==> src/hw/dos_pkg.sv <==
// constants and types shared by the drive operating-state sequencer
// assumes one system clock at 10 MHz and a synchronous active-high reset
package dos_pkg;

    // ========================================================
    // register port
    localparam int unsigned ADDR_W = 4;
    localparam int unsigned DATA_W = 16;
    localparam logic [ADDR_W-1:0] ADDR_CTRL = 4'h0;
    localparam logic [ADDR_W-1:0] ADDR_STATUS = 4'h4;
    localparam logic [ADDR_W-1:0] ADDR_OPTIONS = 4'h8;
    localparam logic [DATA_W-1:0] CTRL_RESET = 16'h0000;
    localparam logic [DATA_W-1:0] READ_ZERO = 16'h0000;

    // ========================================================
    // command word bit positions
    localparam int unsigned CW_SWITCH_ON = 0;
    localparam int unsigned CW_ENABLE_VOLTAGE = 1;
    localparam int unsigned CW_QUICK_STOP_N = 2;
    localparam int unsigned CW_ENABLE_OP = 3;
    localparam int unsigned CW_FAULT_RESET = 7;
    localparam int unsigned CW_HALT = 8;

    // ========================================================
    // options register bit positions
    localparam int unsigned OPT_DISABLE_STOP = 0;
    localparam int unsigned OPT_QS_HOLD = 1;
    localparam int unsigned OPT_REF_IN_CHAN = 2;
    localparam int unsigned OPT_W = 3;
    localparam logic [OPT_W-1:0] OPT_RESET = 3'h0;

    // quick_stop_completion_option values
    localparam logic QS_RETURN_AFTER_STOP = 1'b0;
    localparam logic QS_HOLD_AFTER_STOP = 1'b1;

    // ========================================================
    // profile_state_word layout
    localparam int unsigned SW_CODE_LSB = 0;
    localparam int unsigned SW_CODE_MSB = 3;
    localparam int unsigned SW_HALT = 4;
    localparam int unsigned SW_STOPPING = 5;
    localparam int unsigned CODE_W = 4;
    localparam logic [CODE_W-1:0] CODE_HIDDEN = 4'h0;
    localparam logic [CODE_W-1:0] CODE_SW_ON_DISABLED = 4'h2;
    localparam logic [CODE_W-1:0] CODE_READY = 4'h3;
    localparam logic [CODE_W-1:0] CODE_SWITCHED_ON = 4'h4;
    localparam logic [CODE_W-1:0] CODE_OP_ENABLED = 4'h5;
    localparam logic [CODE_W-1:0] CODE_QUICK_STOP = 4'h6;
    localparam logic [CODE_W-1:0] CODE_FAULT_REACT = 4'h7;
    localparam logic [CODE_W-1:0] CODE_FAULT = 4'h8;
    localparam logic [CODE_W-1:0] CODE_INIT = 4'h1;

    // ========================================================
    // operating states
    typedef enum logic [2:0] {
        ST_INIT,
        ST_SW_ON_DISABLED,
        ST_READY,
        ST_SWITCHED_ON,
        ST_OP_ENABLED,
        ST_QUICK_STOP,
        ST_FAULT_REACT,
        ST_FAULT
    } dos_state_t;

endpackage

==> src/hw/dos_sequencer.sv <==
// drive operating-state sequencer: eight-state profile machine that gates
// contactor, power stage, output lock, motor power and parameter writes
// assumes a single clock, synchronous inputs and a master on the plain port
//
// Behaviour
// - state moves on received command words and internal events such as errors
// - current state is readable as a code in the profile state word
// - initialisation state is transient and never reported
// - state 2: locked, no motor power, contactor open, all parameters writable
// - state 3: locked, contactor open; needs power supply before state 4
// - state 4: contactor closed, power stage on, output still locked
// - state 4: adjustment writes allowed; configuration write returns to state 2
// - state 5: output unlocked; no power if reference zero or halt
// - auto tuning only permitted in state 5
// - configuration writes refused in states 5 and 6
// - enable operation only from valid channel, after reference seen if needed
// - disable operation with stop option 0: straight to state 4, freewheel
// - disable operation with stop option 1: ramp down, then state 4
// - state 6 fast stops then locks; restart only through state 2
// - return option: after fast stop go to state 2 by itself
// - hold option: after fast stop stay until disable voltage or stop key
// - an error enters transient state 7 for the error response
// - state 8: power stage off, locked, no motor power
// - fault reset acts only on rising edge; don't-care bits ignored
// - halt stops motion without leaving state 5
//
// Decided for this implementation: the register offsets and the plain strobed port.
module dos_sequencer
(
    input wire logic i_clk_sys,
    input wire logic i_rst,
    input wire logic i_ce,
    input wire logic [dos_pkg::ADDR_W-1:0] i_addr,
    input wire logic [dos_pkg::DATA_W-1:0] i_wr_data,
    input wire logic i_wr,
    input wire logic i_rd,
    input wire logic i_init_done,
    input wire logic i_power_supplied,
    input wire logic i_chan_valid,
    input wire logic i_ref_received,
    input wire logic i_ref_zero,
    input wire logic i_ramp_stop_done,
    input wire logic i_fast_stop_done,
    input wire logic i_stop_key,
    input wire logic i_error,
    input wire logic i_err_resp_done,
    input wire logic i_err_resp_power,
    input wire logic i_cfg_param_wr,
    output logic [dos_pkg::DATA_W-1:0] o_rd_data,
    output logic [dos_pkg::DATA_W-1:0] o_profile_state_word,
    output logic o_contactor_close,
    output logic o_power_stage_on,
    output logic o_output_unlocked,
    output logic o_motor_power,
    output logic o_cfg_wr_ok,
    output logic o_adj_wr_ok,
    output logic o_autotune_ok,
    output logic o_ramp_stop_req,
    output logic o_fast_stop_req,
    output logic o_freewheel_stop,
    output logic o_halt_active
);
    import dos_pkg::*;
    // ========================================================
    // registers
    dos_state_t state_r, state_nxt;
    logic [DATA_W-1:0] cw_r;
    logic [OPT_W-1:0] opt_r;
    logic ref_seen_r;
    logic wr_ctrl, wr_opt, fault_reset_rise, chan_ok, disable_ramp, qs_hold;
    logic cmd_dis_volt, cmd_quick_stop, cmd_shutdown;
    logic cmd_switch_on, cmd_enable_op, cmd_disable_op;

    assign wr_ctrl = i_wr && (i_addr == ADDR_CTRL);
    assign wr_opt = i_wr && (i_addr == ADDR_OPTIONS);
    assign disable_ramp = opt_r[OPT_DISABLE_STOP];
    assign qs_hold = (opt_r[OPT_QS_HOLD] == QS_HOLD_AFTER_STOP);
    always_ff @(posedge i_clk_sys) begin
        if (i_rst) begin
            cw_r <= CTRL_RESET;
        end else if (i_ce && wr_ctrl) begin
            cw_r <= i_wr_data;
        end
    end
    always_ff @(posedge i_clk_sys) begin
        if (i_rst) begin
            opt_r <= OPT_RESET;
        end else if (i_ce && wr_opt) begin
            opt_r <= i_wr_data[OPT_W-1:0];
        end
    end
    // remembers that the command channel has delivered a reference
    always_ff @(posedge i_clk_sys) begin
        if (i_rst) begin
            ref_seen_r <= 1'b0;
        end else if (i_ce && i_ref_received) begin
            ref_seen_r <= 1'b1;
        end
    end
    always_ff @(posedge i_clk_sys) begin
        if (i_rst) begin
            o_rd_data <= READ_ZERO;
        end else if (i_ce) begin
            o_rd_data <= READ_ZERO;
            if (i_rd) begin
                unique case (i_addr)
                    ADDR_CTRL: o_rd_data <= cw_r;
                    ADDR_STATUS: o_rd_data <= o_profile_state_word;
                    ADDR_OPTIONS: o_rd_data <= {{(DATA_W-OPT_W){1'b0}}, opt_r};
                    default: o_rd_data <= READ_ZERO;
                endcase
            end
        end
    end
    // ========================================================
    // command decode: only the bits that matter for each command
    assign cmd_dis_volt = !cw_r[CW_ENABLE_VOLTAGE];
    assign cmd_quick_stop = cw_r[CW_ENABLE_VOLTAGE] && !cw_r[CW_QUICK_STOP_N];
    assign cmd_shutdown = cw_r[CW_ENABLE_VOLTAGE] && cw_r[CW_QUICK_STOP_N]
        && !cw_r[CW_SWITCH_ON];
    assign cmd_switch_on = cw_r[CW_ENABLE_VOLTAGE] && cw_r[CW_QUICK_STOP_N]
        && cw_r[CW_SWITCH_ON];
    assign cmd_enable_op = cmd_switch_on && cw_r[CW_ENABLE_OP];
    assign cmd_disable_op = cmd_switch_on && !cw_r[CW_ENABLE_OP];
    assign fault_reset_rise = wr_ctrl && i_wr_data[CW_FAULT_RESET]
        && !cw_r[CW_FAULT_RESET];
    assign chan_ok = i_chan_valid
        && (!opt_r[OPT_REF_IN_CHAN] || ref_seen_r);
    // ========================================================
    // state machine
    always_comb begin
        state_nxt = state_r;
        unique case (state_r)
            ST_INIT: begin
                if (i_init_done) begin
                    state_nxt = ST_SW_ON_DISABLED;
                end
            end
            ST_SW_ON_DISABLED: begin
                if (cmd_shutdown) begin
                    state_nxt = ST_READY;
                end
            end
            ST_READY: begin
                if (cmd_dis_volt || cmd_quick_stop) begin
                    state_nxt = ST_SW_ON_DISABLED;
                end else if (cmd_switch_on && i_power_supplied) begin
                    state_nxt = ST_SWITCHED_ON;
                end
            end
            ST_SWITCHED_ON: begin
                if (i_cfg_param_wr || cmd_dis_volt || cmd_quick_stop) begin
                    state_nxt = ST_SW_ON_DISABLED;
                end else if (cmd_shutdown) begin
                    state_nxt = ST_READY;
                end else if (cmd_enable_op && chan_ok) begin
                    state_nxt = ST_OP_ENABLED;
                end
            end
            ST_OP_ENABLED: begin
                if (cmd_dis_volt) begin
                    state_nxt = ST_SW_ON_DISABLED;
                end else if (cmd_quick_stop) begin
                    state_nxt = ST_QUICK_STOP;
                end else if (cmd_shutdown) begin
                    state_nxt = ST_READY;
                end else if (cmd_disable_op && !disable_ramp) begin
                    state_nxt = ST_SWITCHED_ON;
                end else if (cmd_disable_op && i_ramp_stop_done) begin
                    state_nxt = ST_SWITCHED_ON;
                end
            end
            ST_QUICK_STOP: begin
                if (cmd_dis_volt) begin
                    state_nxt = ST_SW_ON_DISABLED;
                end else if (i_fast_stop_done && !qs_hold) begin
                    state_nxt = ST_SW_ON_DISABLED;
                end else if (i_fast_stop_done && i_stop_key) begin
                    state_nxt = ST_SW_ON_DISABLED;
                end
            end
            ST_FAULT_REACT: begin
                if (i_err_resp_done) begin
                    state_nxt = ST_FAULT;
                end
            end
            ST_FAULT: begin
                if (fault_reset_rise && !i_error) begin
                    state_nxt = ST_SW_ON_DISABLED;
                end
            end
        endcase
        if (i_error && state_r != ST_FAULT_REACT && state_r != ST_FAULT) begin
            state_nxt = ST_FAULT_REACT;
        end
    end
    always_ff @(posedge i_clk_sys) begin
        if (i_rst) begin
            state_r <= ST_INIT;
        end else if (i_ce) begin
            state_r <= state_nxt;
        end
    end
    // ========================================================
    // per-state gating, registered alongside the state
    always_ff @(posedge i_clk_sys) begin
        if (i_rst) begin
            o_contactor_close <= 1'b0;
            o_power_stage_on <= 1'b0;
            o_output_unlocked <= 1'b0;
            o_motor_power <= 1'b0;
            o_cfg_wr_ok <= 1'b0;
            o_adj_wr_ok <= 1'b0;
            o_autotune_ok <= 1'b0;
            o_halt_active <= 1'b0;
        end else if (i_ce) begin
            o_contactor_close <= 1'b0;
            o_power_stage_on <= 1'b0;
            o_output_unlocked <= 1'b0;
            o_motor_power <= 1'b0;
            o_cfg_wr_ok <= 1'b0;
            o_adj_wr_ok <= (state_nxt != ST_INIT);
            o_autotune_ok <= 1'b0;
            o_halt_active <= 1'b0;
            unique case (state_nxt)
                ST_INIT: o_cfg_wr_ok <= 1'b0;
                ST_SW_ON_DISABLED: o_cfg_wr_ok <= 1'b1;
                ST_READY: o_cfg_wr_ok <= 1'b1;
                ST_SWITCHED_ON: begin
                    o_contactor_close <= 1'b1;
                    o_power_stage_on <= 1'b1;
                    o_cfg_wr_ok <= 1'b1;
                end
                ST_OP_ENABLED: begin
                    o_contactor_close <= 1'b1;
                    o_power_stage_on <= 1'b1;
                    o_output_unlocked <= 1'b1;
                    o_motor_power <= !i_ref_zero && !cw_r[CW_HALT];
                    o_autotune_ok <= 1'b1;
                    o_halt_active <= cw_r[CW_HALT];
                end
                ST_QUICK_STOP: begin
                    o_contactor_close <= 1'b1;
                    o_power_stage_on <= 1'b1;
                    o_output_unlocked <= !i_fast_stop_done;
                    o_motor_power <= !i_fast_stop_done;
                end
                ST_FAULT_REACT: begin
                    o_contactor_close <= i_err_resp_power;
                    o_power_stage_on <= i_err_resp_power;
                    o_output_unlocked <= i_err_resp_power;
                    o_motor_power <= i_err_resp_power;
                end
                ST_FAULT: o_cfg_wr_ok <= 1'b1;
            endcase
        end
    end
    // stop requests toward the ramp generator
    always_ff @(posedge i_clk_sys) begin
        if (i_rst) begin
            o_ramp_stop_req <= 1'b0;
            o_fast_stop_req <= 1'b0;
            o_freewheel_stop <= 1'b0;
        end else if (i_ce) begin
            o_ramp_stop_req <= (state_nxt == ST_OP_ENABLED)
                && cmd_disable_op && disable_ramp;
            o_fast_stop_req <= (state_nxt == ST_QUICK_STOP)
                && !i_fast_stop_done;
            o_freewheel_stop <= (state_r == ST_OP_ENABLED)
                && (state_nxt == ST_SWITCHED_ON) && !disable_ramp;
        end
    end
    // ========================================================
    // status word
    function automatic logic [CODE_W-1:0] state_code(input dos_state_t s);
        logic [CODE_W-1:0] c;
        c = CODE_HIDDEN;
        unique case (s)
            ST_INIT: c = CODE_HIDDEN;
            ST_SW_ON_DISABLED: c = CODE_SW_ON_DISABLED;
            ST_READY: c = CODE_READY;
            ST_SWITCHED_ON: c = CODE_SWITCHED_ON;
            ST_OP_ENABLED: c = CODE_OP_ENABLED;
            ST_QUICK_STOP: c = CODE_QUICK_STOP;
            ST_FAULT_REACT: c = CODE_FAULT_REACT;
            ST_FAULT: c = CODE_FAULT;
        endcase
        return c;
    endfunction
    always_ff @(posedge i_clk_sys) begin
        if (i_rst) begin
            o_profile_state_word <= READ_ZERO;
        end else if (i_ce) begin
            o_profile_state_word <= READ_ZERO;
            o_profile_state_word[SW_CODE_MSB:SW_CODE_LSB] <=
                state_code(state_nxt);
            o_profile_state_word[SW_HALT] <=
                (state_nxt == ST_OP_ENABLED) && cw_r[CW_HALT];
            o_profile_state_word[SW_STOPPING] <=
                (state_nxt == ST_QUICK_STOP) && !i_fast_stop_done;
        end
    end
endmodule

==> config.mk <==
export PLATFORM = sky130hd
export DESIGN_NAME = dos_sequencer
export DESIGN_NICKNAME = d
export VERILOG_FILES = /design/src/hw/dos_pkg.sv /design/src/hw/dos_sequencer.sv
export SDC_FILE = /design/constraint.sdc
export NUM_CORES = 1
export LEC_CHECK = 0
export ABC_AREA = 1
export BUFFER_PORTS_ARGS = -buffer_cell sky130_fd_sc_hd__buf_2
export CAP_MARGIN = 25
export CORE_MARGIN = 10
export CORE_UTILIZATION = 55
export CTS_BUF_LIST = sky130_fd_sc_hd__clkbuf_16
export DETAILED_ROUTE_END_ITERATION = 12
export HOLD_SLACK_MARGIN = 0.15
export PLACE_DENSITY = 0.86
export SYNTH_ARGS = -nofsm -noshare
export SYNTH_HDL_FRONTEND = slang
export SYNTH_SLANG_ARGS = --single-unit
==> constraint.sdc <==
create_clock -name i_clk_sys -period 3.7 [get_ports i_clk_sys]
set_clock_uncertainty 0.15 [all_clocks]
set_input_delay 0.37 -clock i_clk_sys [delete_from_list [all_inputs] [get_ports i_clk_sys]]
set_output_delay 0.37 -clock i_clk_sys [all_outputs]
set_load 0.005 [all_outputs]
* After elaboration in Yosys (flattened, before gate mapping)
Memory sizes are Yosys's and may differ from the RTL's. A register that Yosys moved wholly into a read port is not among the register bits.
Cells that the tools add are included.
** Cells by class
- Equality and inequality tests :: 18
- Mux-type cells :: 27
- Reduce and logical (&&, ||, !) cells :: 51
** Operators by type and width (number)
- 2-to-1 mux 3 bit :: 18
- one-hot mux 16 bit (3 select lines) :: 1
- logical AND 1 bit :: 30
- == test 3 bit, second input constant :: 8
- one-hot mux 3 bit (8 select lines) :: 1
- 2-to-1 mux 16 bit :: 1
- == test 3 x 2 -> 1 bit, second input constant :: 4
- logical NOT 1 bit :: 12
- == test 3 x 1 -> 1 bit, second input constant :: 2
- inequality test 3 bit, second input constant :: 2
- one-hot mux 1 bit (3 select lines) :: 2
- == test 4 x 3 -> 1 bit, second input constant :: 1
- == test 4 bit, second input constant :: 1
- logical NOT 4 bit :: 1
- logical OR 1 bit :: 4
- OR reduction 4 bit :: 1
- logical NOT 3 bit :: 1
- 2-to-1 mux 1 bit :: 3
- nonzero test 3 bit :: 1
- OR reduction 3 bit :: 1
- one-hot mux 1 bit (2 select lines) :: 1
** Word-level totals
- ROM bits :: 32
- Word-level logic and storage cells :: 113
- Flip-flop bits (word level) :: 55
- Input port bits :: 37
- Memories :: 1
- Output and inout port bits :: 43
** Memory list
- (no name shown) :: words 8, bits a word 4, rd ports 1, clocked after Yosys merged registers in 1, write ports 0, line dos_sequencer.sv:278 : unique case (s)

* Longest topological paths before layout
Gate-level depths: netlist of run 1.
- Depth in word-level cells :: 14
- Mapped depth :: 15
- Mapped depth without buffers :: 14

* Least setup slack after synthesis of run 1
OpenSTA, ideal clock, no wires.
- Path type :: register to register
- From :: register cw_r[1]
- To :: register o_ramp_stop_req
- Slack :: 1770 ps
- Data required time :: 3480 ps
- Cell stages (with the launch flop) :: 14
- Setup time :: 70 ps
- Clock period less this slack :: 1930 ps
- Data arrival time :: 1709 ps
- Path buffers :: 0
- Path through :: dfxtp_1 > nand2_4 > nor2_4 > nand3_2 > nand3_1 > nand3_1 > nor2_1 > nand2_2 > inv_1 > ha_1 > nand2_2 > nor2_2 > nand4_1 > a21oi_1
** Between the ends
- Longest elaborated chain between the ends :: 14
- Elaborated cells between the ends (all ways) :: 31
- Classes of those cells :: eq/ne (1); mux (14); reduce/logical (16)
** RTL lines
- from (decl) :: line dos_sequencer.sv:67 : logic [DATA_W-1:0] cw_r;
- from (signal assigned) :: line dos_sequencer.sv:82 : cw_r <= i_wr_data;
- logical AND 1 bit :: line dos_sequencer.sv:119, dos_sequencer.sv:121
- logical AND 1 bit :: line dos_sequencer.sv:122 : && cw_r[CW_SWITCH_ON];
- logical AND 1 bit :: line dos_sequencer.sv:124 : assign cmd_disable_op = cmd_switch_on && !cw_r[CW_ENABLE_OP];
- logical AND 1 bit :: line dos_sequencer.sv:169 : end else if (cmd_disable_op && i_ramp_stop_done) begin
- 2-to-1 mux 3 bit :: line dos_sequencer.sv:169
- 2-to-1 mux 3 bit :: line dos_sequencer.sv:167 : end else if (cmd_disable_op && !disable_ramp) begin
- 2-to-1 mux 3 bit :: line dos_sequencer.sv:165 : end else if (cmd_shutdown) begin
- 2-to-1 mux 3 bit :: line dos_sequencer.sv:163 : end else if (cmd_quick_stop) begin
- 2-to-1 mux 3 bit :: line dos_sequencer.sv:161 : if (cmd_dis_volt) begin
- one-hot mux 3 bit (8 select lines) (*) :: line dos_sequencer.sv:133 : unique case (state_r)
- 2-to-1 mux 3 bit (*) :: line dos_sequencer.sv:193 : if (i_error && state_r != ST_FAULT_REACT && state_r != ST_FAULT) begin
- via state_nxt[1] :: line dos_sequencer.sv:66 : dos_state_t state_r, state_nxt;
- == test 3 bit (*) :: line dos_sequencer.sv:265 : o_ramp_stop_req <= (state_nxt == ST_OP_ENABLED)
- logical AND 1 bit (*) (2 in series) :: line dos_sequencer.sv:266 : && cmd_disable_op && disable_ramp;
- to (signal assigned) :: line dos_sequencer.sv:265
- to (decl) :: line dos_sequencer.sv:58 : output logic o_ramp_stop_req,
Mark *: on every way through the listed nets, which the timed path passes. The rest lies on a longest branch.
A chain may end at the register's enable or synchronous reset.

* Worst setup path after layout of run 1
- From :: register cw_r[0]
- To :: register o_ramp_stop_req
** Between the ends
- Longest elaborated chain between the ends :: 13
- Elaborated cells between the ends (all ways) :: 25
- Classes of those cells :: eq/ne (1); mux (13); reduce/logical (11)
** RTL lines (line)
- logical AND 1 bit :: dos_sequencer.sv:122
- logical AND 1 bit :: dos_sequencer.sv:124
- logical AND 1 bit :: dos_sequencer.sv:169
- 2-to-1 mux 3 bit :: dos_sequencer.sv:169
- 2-to-1 mux 3 bit :: dos_sequencer.sv:167
- 2-to-1 mux 3 bit :: dos_sequencer.sv:165
- 2-to-1 mux 3 bit :: dos_sequencer.sv:163
- 2-to-1 mux 3 bit :: dos_sequencer.sv:161
- one-hot mux 3 bit (8 select lines) (*) :: dos_sequencer.sv:133
- 2-to-1 mux 3 bit (*) :: dos_sequencer.sv:193
- via state_nxt[1] :: dos_sequencer.sv:66
- == test 3 bit (*) :: dos_sequencer.sv:265
- logical AND 1 bit (*) (2 in series) :: dos_sequencer.sv:266
Marked as above.

==> results of run 1 <==
==> area by class of cell <==
class | count | share of cell area
Tap cell | 52 | 0.02154
Clock buffer | 5 | 0.04142
Timing Repair Buffer | 70 | 0.1168
Clock inverter | 3 | 0.007456
Inverter | 44 | 0.05468
Multi-Input combinational cell | 237 | 0.4068
Sequential cell | 53 | 0.3513
==> cells in the mapped netlist, types with 2 or more instances <==
cell,number,area (µm²)
sky130_fd_sc_hd__nand2_1,62,232.7
sky130_fd_sc_hd__dfxtp_1,53,1061
sky130_fd_sc_hd__inv_1,42,157.7
sky130_fd_sc_hd__a21oi_1,40,200.2
sky130_fd_sc_hd__o21ai_0,31,155.2
sky130_fd_sc_hd__nor2_1,30,112.6
sky130_fd_sc_hd__nand3_1,18,90.09
sky130_fd_sc_hd__buf_4,13,97.59
sky130_fd_sc_hd__a22oi_1,10,75.07
sky130_fd_sc_hd__clkbuf_1,10,37.54
sky130_fd_sc_hd__buf_2,5,25.02
sky130_fd_sc_hd__nor3_1,4,20.02
sky130_fd_sc_hd__o211ai_1,4,30.03
sky130_fd_sc_hd__ha_1,3,37.54
sky130_fd_sc_hd__nor2_4,3,33.78
sky130_fd_sc_hd__a21oi_2,2,17.52
sky130_fd_sc_hd__nand2_2,2,12.51
sky130_fd_sc_hd__nand2_4,2,22.52
sky130_fd_sc_hd__nand3_2,2,20.02
sky130_fd_sc_hd__nand4_1,2,12.51
sky130_fd_sc_hd__nand4_4,2,42.54
sky130_fd_sc_hd__o21ai_1,2,10.01
==> state kept, by name (all words and copies together) (netlist names) <==
| register | count |
|---|---|
| state_r | 3 |
| opt_r | 3 |
| o_output_unlocked | 1 |
| o_power_stage_on | 1 |
| ref_seen_r | 1 |
| o_rd_data | 16 |
| o_profile_state_word | 5 |
| o_adj_wr_ok | 1 |
| o_motor_power | 1 |
| o_autotune_ok | 1 |
| o_fast_stop_req | 1 |
| o_freewheel_stop | 1 |
| o_cfg_wr_ok | 1 |
| cw_r | 16 |
| o_ramp_stop_req | 1 |
==> worst max-delay path, stage by stage (launching register included) <==
cell and delay, ns:
sky130_fd_sc_hd__dfxtp_1 0.40, sky130_fd_sc_hd__inv_1 0.17, sky130_fd_sc_hd__nor2_4 0.20, sky130_fd_sc_hd__nand3_2 0.12, sky130_fd_sc_hd__nand3_1 0.09, sky130_fd_sc_hd__nand3_1 0.09, sky130_fd_sc_hd__nor2_1 0.13, sky130_fd_sc_hd__nand2_2 0.13
sky130_fd_sc_hd__inv_1 0.12, sky130_fd_sc_hd__ha_1 0.24, sky130_fd_sc_hd__nand2_2 0.09, sky130_fd_sc_hd__nor2_2 0.12, sky130_fd_sc_hd__nand4_1 0.10, sky130_fd_sc_hd__a21oi_1 0.13
==> per-stage QoR <==
stage	worst slack, ns	total power, mW	area [µm²]
after floorplan	1.770	0.7047	2615
after global placement	1.459	0.7447	2873
after detailed placement	1.353	0.7473	2873
after CTS	1.382	1.198	3020
after global routing	1.164	1.244	3020
final	1.358	1.197	3020
==> cell usage in the layout, fill, tap and decap left out, types with 3 or more instances in the layout <==
| master | Yosys | routed |
|---|---|---|
| sky130_fd_sc_hd__a21oi_1 | 40 | 40 |
| sky130_fd_sc_hd__a22oi_1 | 10 | 10 |
| sky130_fd_sc_hd__buf_2 | 5 | 69 |
| sky130_fd_sc_hd__clkbuf_16 | 0 | 5 |
| sky130_fd_sc_hd__clkinvlp_4 | 0 | 3 |
| sky130_fd_sc_hd__conb_1 | 1 | 10 |
| sky130_fd_sc_hd__dfxtp_1 | 53 | 53 |
| sky130_fd_sc_hd__ha_1 | 3 | 3 |
| sky130_fd_sc_hd__inv_1 | 42 | 42 |
| sky130_fd_sc_hd__nand2_1 | 62 | 62 |
| sky130_fd_sc_hd__nand3_1 | 18 | 18 |
| sky130_fd_sc_hd__nor2_1 | 30 | 30 |
| sky130_fd_sc_hd__nor2_4 | 3 | 3 |
| sky130_fd_sc_hd__nor3_1 | 4 | 4 |
| sky130_fd_sc_hd__o211ai_1 | 4 | 4 |
| sky130_fd_sc_hd__o21ai_0 | 31 | 31 |
==> path summary, 6_finish.rpt <==
kind,to,slack [ns],depth (start not counted)
setup / recovery,o_ramp_stop_req$_SDFFE_PP0P_,1.36,13
hold / removal,ref_seen_r$_SDFFE_PP0P_,0.17,3
setup reg to reg,o_ramp_stop_req$_SDFFE_PP0P_,1.36,13
hold reg to reg,cw_r[10]$_SDFFE_PP0P_,0.30,2
==> kinds of logic after synthesis <==
logic type / after synthesis / synth area share
adders and majority gates: 3 / 0.01454
buffers and inverters: 72 / 0.1260
DFF: 53 / 0.4111
and+or+nand+nor: 130 / 0.2424
AOI/OAI and AO/OA: 94 / 0.2046
other: 1 / 0.001453
==> where the power goes <==
part           switching [mW]  internal, mW
Sequential             0.0141         0.585
Clock                   0.210         0.251
Combinational          0.0870        0.0510
Total                   0.311         0.887
==> routing by layer <==
metal  vias to the layer above  part of all wire  track usage
li1                       1255                 -            -
met1                      1125              0.43       0.2260
met2                       120              0.46       0.2793
met3                        11              0.10      0.05147
met4                         0             0.014      0.05727
met5                         -                 0            0
==> metrics.txt, run 1 <==
number of detailed-route iterations in the first pass=4; arrival time at the worst endpoint=2.42 ns; Worst VDD drop=0.3666 mV; wire length of the first global-routing pass=11.14 mm; ratio of cells with drive above 1 in the final layout=0.2306; starting DRC count in detailed routing=230; Clock Tree Root=sky130_fd_sc_hd__clkbuf_16; routed wire length=6.865 mm; Distinct cells, synth=33; number of hold-slack violations in the final timing report=0; Core Area=4444 µm²; Post-CTS Hold Fix Bufs=0; number of buffers inserted to repair setup after CTS=0; antenna violations before repair=0; Die Height=88.51 µm; fillcell total=395; max-cap check violation count=0; overall die width=88.51 µm; Post-Layout Cell Count=464; net count of the finished layout=451; type of element capturing the critical path=flop; count of final setup violators=0; deepest clock path buffer count=2; GRT Overall Usage=0.1767; detailed-placement wirelength estimate=5.244 mm; pin count of the biggest net entering global routing=33; Final Max Slew Viols=0; Synth Warn #=0; fraction of the yosys area taken by sequential cells=0.4111; sequential cell area=1061 µm²; clock tree from TritonCTS=yes; transition time of the tightest slew-check pin=1.011 ns; number of levels the H-tree was split into=2; hold_ws=0.1735 ns; setup repair after global routing missed its margin=false; worst hold path class=in2reg; launching element type of the critical path=flop; TritonCTS sink count=53; WL per Instance=14.80 µm; Relative slew margins=0.3240; classification of the worst setup path=reg2reg; ant diodes=0; top_reg_cell synth=sky130_fd_sc_hd__dfxtp_1; startpoint of the most critical register-to-register path=cw_r[0]$_SDFFE_PP0P_; remaining routing DRC violations=0; antenna-violating nets left=0; Avg Inst Size Synth=7.312 µm²; Hold Startpoint=i_ref_received; Clock Pin Slew Worst Setup and Hold Paths=0.07 ns; worst-path maximum fanout=6; area added between synthesis and finish=17.01%; static leakage power=1.341 nW; Final Cycle Share=0.6330; via count of the first global-routing pass=2,407; core utilization of the finished layout=0.6796; setup_tns=0 ns; status=complete, no violations; area taken by multi-input logic gates=1229 µm²; clock insertion delay at the later pin of the skew report=0.29 ns; CTS resizes=0; cell area power density=396.4 nW/µm²; number of buffers added by the clock tree synthesis step=5; port bufs=69; Synth Register Bits=53; number of instances in the placed design=456; gate count after technology mapping=353; Setup crit start=cw_r[0]$_SDFFE_PP0P_; standard-cell rows=24; clock period minus worst slack=2.342 ns; proportion of register bits with asynchronous set or reset after synthesis=0; number of synthesized flops with an enable pin=0; fmax=0.4270 GHz; overall die area=7833 µm²; DR vias/cell=5.412; combined area of all synthesized cells=2581 µm²; global route overflow=0; initial core utilization=0.5808; RePlAce Congestion=0.9546; required time of the critical path=3.77 ns; total number of vias=2,511; I/O pin cnt=80
(Power assumes the default switching activity.)
==> inputs of run 2 (changes only) <==
--- a/config.mk
+++ b/config.mk
@@ -9,11 +9,11 @@
 export BUFFER_PORTS_ARGS = -buffer_cell sky130_fd_sc_hd__buf_2
 export CAP_MARGIN = 25
 export CORE_MARGIN = 10
-export CORE_UTILIZATION = 55
+export CORE_UTILIZATION = 51
 export CTS_BUF_LIST = sky130_fd_sc_hd__clkbuf_16
 export DETAILED_ROUTE_END_ITERATION = 12
 export HOLD_SLACK_MARGIN = 0.15
-export PLACE_DENSITY = 0.86
+export PLACE_DENSITY = 0.81
 export SYNTH_ARGS = -nofsm -noshare
 export SYNTH_HDL_FRONTEND = slang
 export SYNTH_SLANG_ARGS = --single-unit
==> constraint.sdc (replaced) <==
create_clock -name i_clk_sys -period 2.4 [get_ports i_clk_sys]
set_clock_uncertainty 0.15 [all_clocks]
set_input_delay 0.24 -clock i_clk_sys [delete_from_list [all_inputs] [get_ports i_clk_sys]]
set_output_delay 0.24 -clock i_clk_sys [all_outputs]
set_load 0.005 [all_outputs]
==> metrics.txt, run 2 (same netlist as run 1, synthesis figures left out) <==
status=complete, no violations; port bufs=69; crit-path most repeated cell=sky130_fd_sc_hd__nand2_1; I/O pin cnt=80; finished layout cell area=3289 µm²; initial core utilization=0.5358; buffers and inverters on the worst path=3; ant diodes=0; net count of the finished layout=477; total number of vias=2,603; pin count of the biggest net entering global routing=36; core utilization of the finished layout=0.6829; max-cap check violation count=0; Worst VDD drop=0.4016 mV; detailed-placement wirelength estimate=5.478 mm; TritonCTS sink count=53; count of final setup violators=0; transition time of the tightest slew-check pin=0.6330 ns; number of levels the H-tree was split into=2; final worst-path setup slack=0.2170 ns; Relative slew margins=0.5747; cell count along the critical path=15; deepest clock path buffer count=2; setup_tns=0 ns; number of hold-slack violations in the final timing report=0; required time of the critical path=2.48 ns; Slowest Stage Delay on Critical Path=0.52 ns; Slowest-stage cell, CP=sky130_fd_sc_hd__dlygate4sd3_1; Area after DPL=2944 µm²; arrival time at the worst endpoint=2.26 ns; worst hold path depth=4; static leakage power=1.463 nW; global route overflow=0; worst-path maximum fanout=6; worst hold path class=in2reg; remaining routing DRC violations=0; hold_ws=0.2136 ns; number of buffers added by the clock tree synthesis step=5; series of cell instances along the critical path=dlygate4sd3_1, buf_2, nand3_1, nor2_1, nand2_1, nand2_1, nand2_1, nor2_1, nand2_2, inv_1, ha_2, nand2_2, nor2_2, nand4_1, a21oi_1; Core Area=4817 µm²; routed wire length=7.507 mm; total chip power=1.893 mW; clock period minus worst slack=2.183 ns; type of element capturing the critical path=flop; clock insertion delay at the later pin of the skew report=0.29 ns; Final Cycle Share=0.9096; antenna-violating nets left=0; fmax=0.4581 GHz; R2R depth=13; setup repair after global routing missed its margin=false; cell area power density=575.6 nW/µm²; ratio of cells with drive above 1 in the final layout=0.2420; number of detailed-route iterations in the first pass=4; standard-cell rows=25; overall die area=8307 µm²; clock tree from TritonCTS=yes; launching element type of the critical path=primary input; antenna violations before repair=0; GRT Overall Usage=0.1781; commonest cells after routing, fill and taps aside=sky130_fd_sc_hd__buf_2 (69), sky130_fd_sc_hd__nand2_1 (62), sky130_fd_sc_hd__dfxtp_1 (51), sky130_fd_sc_hd__inv_1 (41), sky130_fd_sc_hd__a21oi_1 (40); number of buffers inserted to repair setup after CTS=0; Place WS=0.1231 ns; Regs by FF count=cw_r: 16 flops, o_rd_data: 16 flops, o_profile_state_word: 5 flops; Clock Pin Slew Worst Setup and Hold Paths=0.07 ns; starting DRC count in detailed routing=217; most common library cell in the layout ignoring fill and taps=sky130_fd_sc_hd__buf_2; overall die width=91.14 µm; fillcell total=438; area added between synthesis and finish=27.44%; RePlAce Congestion=0.9112; DR vias/cell=5.154; Final Max Slew Viols=0; Die Height=91.14 µm; cell class contributing the biggest share of worst-path delay=simple AND/OR/NAND/NOR gates; classification of the worst setup path=in2reg; wire length of the first global-routing pass=12.57 mm; WL per Instance=14.87 µm; number of instances in the placed design=478; via count of the first global-routing pass=2,624; Clock Tree Root=sky130_fd_sc_hd__clkbuf_16; Post-Layout Cell Count=505
==> run 2: cell types whose count changed in the layout (fill, tap and decap cells not counted), sizes merged <==
cell and delta:
buf +7, clkinv +1, clkinvlp -2, dlygate4sd3 +19, inv +1
==> run 2: worst paths after layout <==
kind | startpoint | endpoint | slack (ns)
min reg2reg | cw_r[6]$_SDFFE_PP0P_ | cw_r[6]$_SDFFE_PP0P_ | 0.30
max reg2reg | cw_r[2]$_SDFFE_PP0P_ | o_ramp_stop_req$_SDFFE_PP0P_ | 0.25
min | i_fast_stop_done | o_fast_stop_req$_SDFFE_PP0P_ | 0.21
max | i_wr_data[7] | o_ramp_stop_req$_SDFFE_PP0P_ | 0.22
==> run 2: cell type report <==
| class | instances | area (µm²) | share of cell area |
|---|---|---|---|
| multi-input cells | 237 | 1231 | 0.3743 |
| flip-flops and latches | 53 | 1064 | 0.3233 |
| repair buffers | 96 | 595.6 | 0.1811 |
| inverters | 44 | 165.2 | 0.05021 |
| clock buffers | 5 | 125.1 | 0.03804 |
| well taps | 67 | 83.83 | 0.02549 |
| clock inverters | 3 | 25.02 | 0.007607 |
==> run 2: repair_timing <==
action / 4_1_cts / 5_1_grt
hold buffers: 19 / 0
setup endpoints to repair: 0 / 6
endpoints found under the hold margin: 27 / 0
resized for setup: 0 / 4
==> run 2: per-layer routing <==
layer | track usage | vias to the layer above | wire length (µm)
li1 | - | 1307 | -
met1 | 0.2136 | 1158 | 3098
met2 | 0.2906 | 125 | 3469
met3 | 0.06914 | 13 | 807
met4 | 0.04700 | 0 | 131
met5 | 0 | - | 0
==> run 2: where the power goes <==
part,internal (mW),switching [mW]
registers,0.902,0.0200
logic,0.105,0.144
clock network,0.392,0.331
total,1.40,0.495
==> run 2: worst min-delay path: cells and delay by family <==
kind            cells  cell delay [ns]
compound gates      1             0.07
buf+inv             2             0.17
simple gates        1             0.13
==> inputs of run 3 (changes only) <==
--- a/config.mk
+++ b/config.mk
@@ -9,11 +9,11 @@
 export BUFFER_PORTS_ARGS = -buffer_cell sky130_fd_sc_hd__buf_2
 export CAP_MARGIN = 25
 export CORE_MARGIN = 10
-export CORE_UTILIZATION = 51
+export CORE_UTILIZATION = 55
 export CTS_BUF_LIST = sky130_fd_sc_hd__clkbuf_16
 export DETAILED_ROUTE_END_ITERATION = 12
 export HOLD_SLACK_MARGIN = 0.15
-export PLACE_DENSITY = 0.81
+export PLACE_DENSITY = 0.86
 export SYNTH_ARGS = -nofsm -noshare
 export SYNTH_HDL_FRONTEND = slang
 export SYNTH_SLANG_ARGS = --single-unit
==> constraint.sdc (replaced) <==
create_clock -name i_clk_sys -period 2.8 [get_ports i_clk_sys]
set_clock_uncertainty 0.15 [all_clocks]
set_input_delay 0.28 -clock i_clk_sys [delete_from_list [all_inputs] [get_ports i_clk_sys]]
set_output_delay 0.28 -clock i_clk_sys [all_outputs]
set_load 0.005 [all_outputs]
==> metrics.txt, run 3 (same netlist as run 1, synthesis figures left out) <==
status=complete, no violations; port bufs=69; met3 Resource Use GR=0.06526; number of buffers added by the clock tree synthesis step=5; series of cell instances along the critical path=inv_1, nand2_1, nand3_1, nor2_1, nand2_1, nor2_1, nand2_1, nand2_4, inv_2, ha_1, o21ai_0, a21oi_1; count of final setup violators=0; setup_tns=0 ns; global route overflow=0; met1 track demand over resource in global routing=0.2487; clock period minus worst slack=2.296 ns; detailed-placement wirelength estimate=5.348 mm; peak-usage layer in the global routing report=met2; deepest clock path buffer count=2; area added between synthesis and finish=24.82%; DR vias/cell=5.578; worst hold path class=in2reg; area taken by multi-input logic gates=1229 µm²; Die Height=88.51 µm; ant diodes=0; remaining routing DRC violations=0; number of buffers inserted to repair setup after CTS=0; overall die area=7833 µm²; TritonCTS sink count=53; classification of the worst setup path=reg2reg; Core Area=4444 µm²; clock tree from TritonCTS=yes; required time of the critical path=2.81 ns; net count of the finished layout=470; antenna-violating nets left=0; Slowest Stage Delay on Critical Path=0.49 ns; number of levels the H-tree was split into=2; max-cap check violation count=0; worst-path maximum fanout=8; Final Max Slew Viols=0; commonest cells after routing, fill and taps aside=sky130_fd_sc_hd__buf_2 (69), sky130_fd_sc_hd__nand2_1 (62), sky130_fd_sc_hd__dfxtp_1 (53), sky130_fd_sc_hd__inv_1 (42), sky130_fd_sc_hd__a21oi_1 (40); initial core utilization=0.5808; transition time of the tightest slew-check pin=0.7314 ns; number of instances in the placed design=460; RePlAce Congestion=1.003; met2 usage in global routing=0.3054; static leakage power=1.445 nW; launching element type of the critical path=flop; Post-Layout Cell Count=483; setup repair after global routing missed its margin=false; fmax=0.4356 GHz; number of hold-slack violations in the final timing report=0; startpoint of the most critical register-to-register path=state_r[2]$_SDFFE_PP0P_; overall die width=88.51 µm; starting DRC count in detailed routing=323; number of detailed-route iterations in the first pass=6; worst hold path depth=3; clock insertion delay at the later pin of the skew report=0.29 ns; pin count of the biggest net entering global routing=28; total number of vias=2,694; routed wire length=7.648 mm; Clock Tree Root=sky130_fd_sc_hd__clkbuf_16; antenna violations before repair=0; R2R depth=12; sequential cell area=1061 µm²; ratio of cells with drive above 1 in the final layout=0.2297; most common library cell in the layout ignoring fill and taps=sky130_fd_sc_hd__buf_2; cell area power density=528.0 nW/µm²; fillcell total=357; R2R Path End=o_profile_state_word[3]$_SDFFE_PP0P_; crit-path most repeated cell=sky130_fd_sc_hd__nand2_1; endpoint of the worst hold-timing path=cw_r[7]$_SDFFE_PP0P_; Slowest-stage cell, CP=sky130_fd_sc_hd__dfxtp_1; wire length of the first global-routing pass=12.27 mm; Hold Startpoint=i_wr_data[7]; Regs by FF count=cw_r: 16 flops, o_rd_data: 16 flops, o_profile_state_word: 5 flops; standard-cell rows=24; WL per Instance=15.83 µm; GRT Overall Usage=0.1959; via count of the first global-routing pass=2,548; Relative slew margins=0.5106; I/O pin cnt=80; Final Cycle Share=0.8199; type of element capturing the critical path=flop; Worst VDD drop=0.2935 mV; Clock Pin Slew Worst Setup and Hold Paths=0.07 ns; Register-to-Register Setup Slack=0.50 ns; arrival time at the worst endpoint=2.31 ns
==> run 3: changes by cell type in the layout (fill, tap and decap cells not counted) <==
cell                            before  now
sky130_fd_sc_hd__ha_1                2    3
sky130_fd_sc_hd__clkinvlp_4          1    0
sky130_fd_sc_hd__dfxtp_2             2    0
sky130_fd_sc_hd__inv_2               2    1
sky130_fd_sc_hd__clkinv_4            1    0
sky130_fd_sc_hd__ha_2                1    0
sky130_fd_sc_hd__dlygate4sd3_1      19   15
sky130_fd_sc_hd__buf_4               8    5
sky130_fd_sc_hd__clkinv_2            0    1
sky130_fd_sc_hd__dfxtp_1            51   53
sky130_fd_sc_hd__bufinv_16           0    1
sky130_fd_sc_hd__inv_1              41   42
==> run 3: area by class of cell <==
type	count	area share
repair buffers	89	0.1654
clock buffers	5	0.03883
flip-flops and latches	53	0.3293
inverters	44	0.05126
multi-input cells	237	0.3814
clock inverters	3	0.01359
well taps	52	0.02019
==> run 3: how the worst max path moves through the flow <==
stage	start	to	slack (ns)	depth (start not counted)
after floorplan	cw_r[1]$_SDFFE_PP0P_	o_ramp_stop_req$_SDFFE_PP0P_	0.87	13
after global placement	state_r[0]$_SDFFE_PP0P_	o_ramp_stop_req$_SDFFE_PP0P_	0.62	13
after detailed placement	state_r[0]$_SDFFE_PP0P_	o_ramp_stop_req$_SDFFE_PP0P_	0.58	13
after CTS	state_r[2]$_SDFFE_PP0P_	o_profile_state_word[3]$_SDFFE_PP0P_	0.54	12
after global routing	state_r[0]$_SDFFE_PP0P_	o_output_unlocked$_SDFFE_PP0P_	0.30	13
final	state_r[2]$_SDFFE_PP0P_	o_profile_state_word[3]$_SDFFE_PP0P_	0.50	12
==> run 3: layer usage <==
layer / vias up / part of all wire / wire, µm
met3: 23 / 0.12 / 947
li1: 1295 / - / -
met4: 0 / 0.024 / 182
met5: - / 0 / 0
met2: 167 / 0.45 / 3426
met1: 1209 / 0.40 / 3091
==> run 3: repair_timing <==
action,in CTS,in global routing
hold buffers,15,0
hold endpoints to repair,15,0
gates resized for setup,0,0
==> run 3: stage by stage <==
step | hold WS [ns] | cell area (µm²) | setup slack (ns) | util | power, mW
after global placement | 0.2836 | 2903 | 0.6207 | 0.6532 | 0.9873
after global routing | 0.1677 | 3222 | 0.2992 | 0.7249 | 1.766
after floorplan | 0.2730 | 2615 | 0.8704 | - | 0.9313
after CTS | 0.1592 | 3222 | 0.5449 | 0.7249 | 1.707
final | 0.1653 | 3222 | 0.5043 | 0.7249 | 1.701
after detailed placement | 0.2884 | 2903 | 0.5753 | 0.6532 | 0.9913
==> run 3: report_power, final <==
group	switching [mW]	internal (mW)
combinational	0.121	0.0834
sequential	0.0194	0.773
clock	0.280	0.424
==> run 3: critical path: cells and delay by family (launching register included) <==
family / cells / cell delay (ns)
DFF: 1 / 0.49
buffers and inverters: 2 / 0.24
and+or+nand+nor: 7 / 0.63
AOI/OAI and AO/OA: 2 / 0.41
adders and majority gates: 1 / 0.22
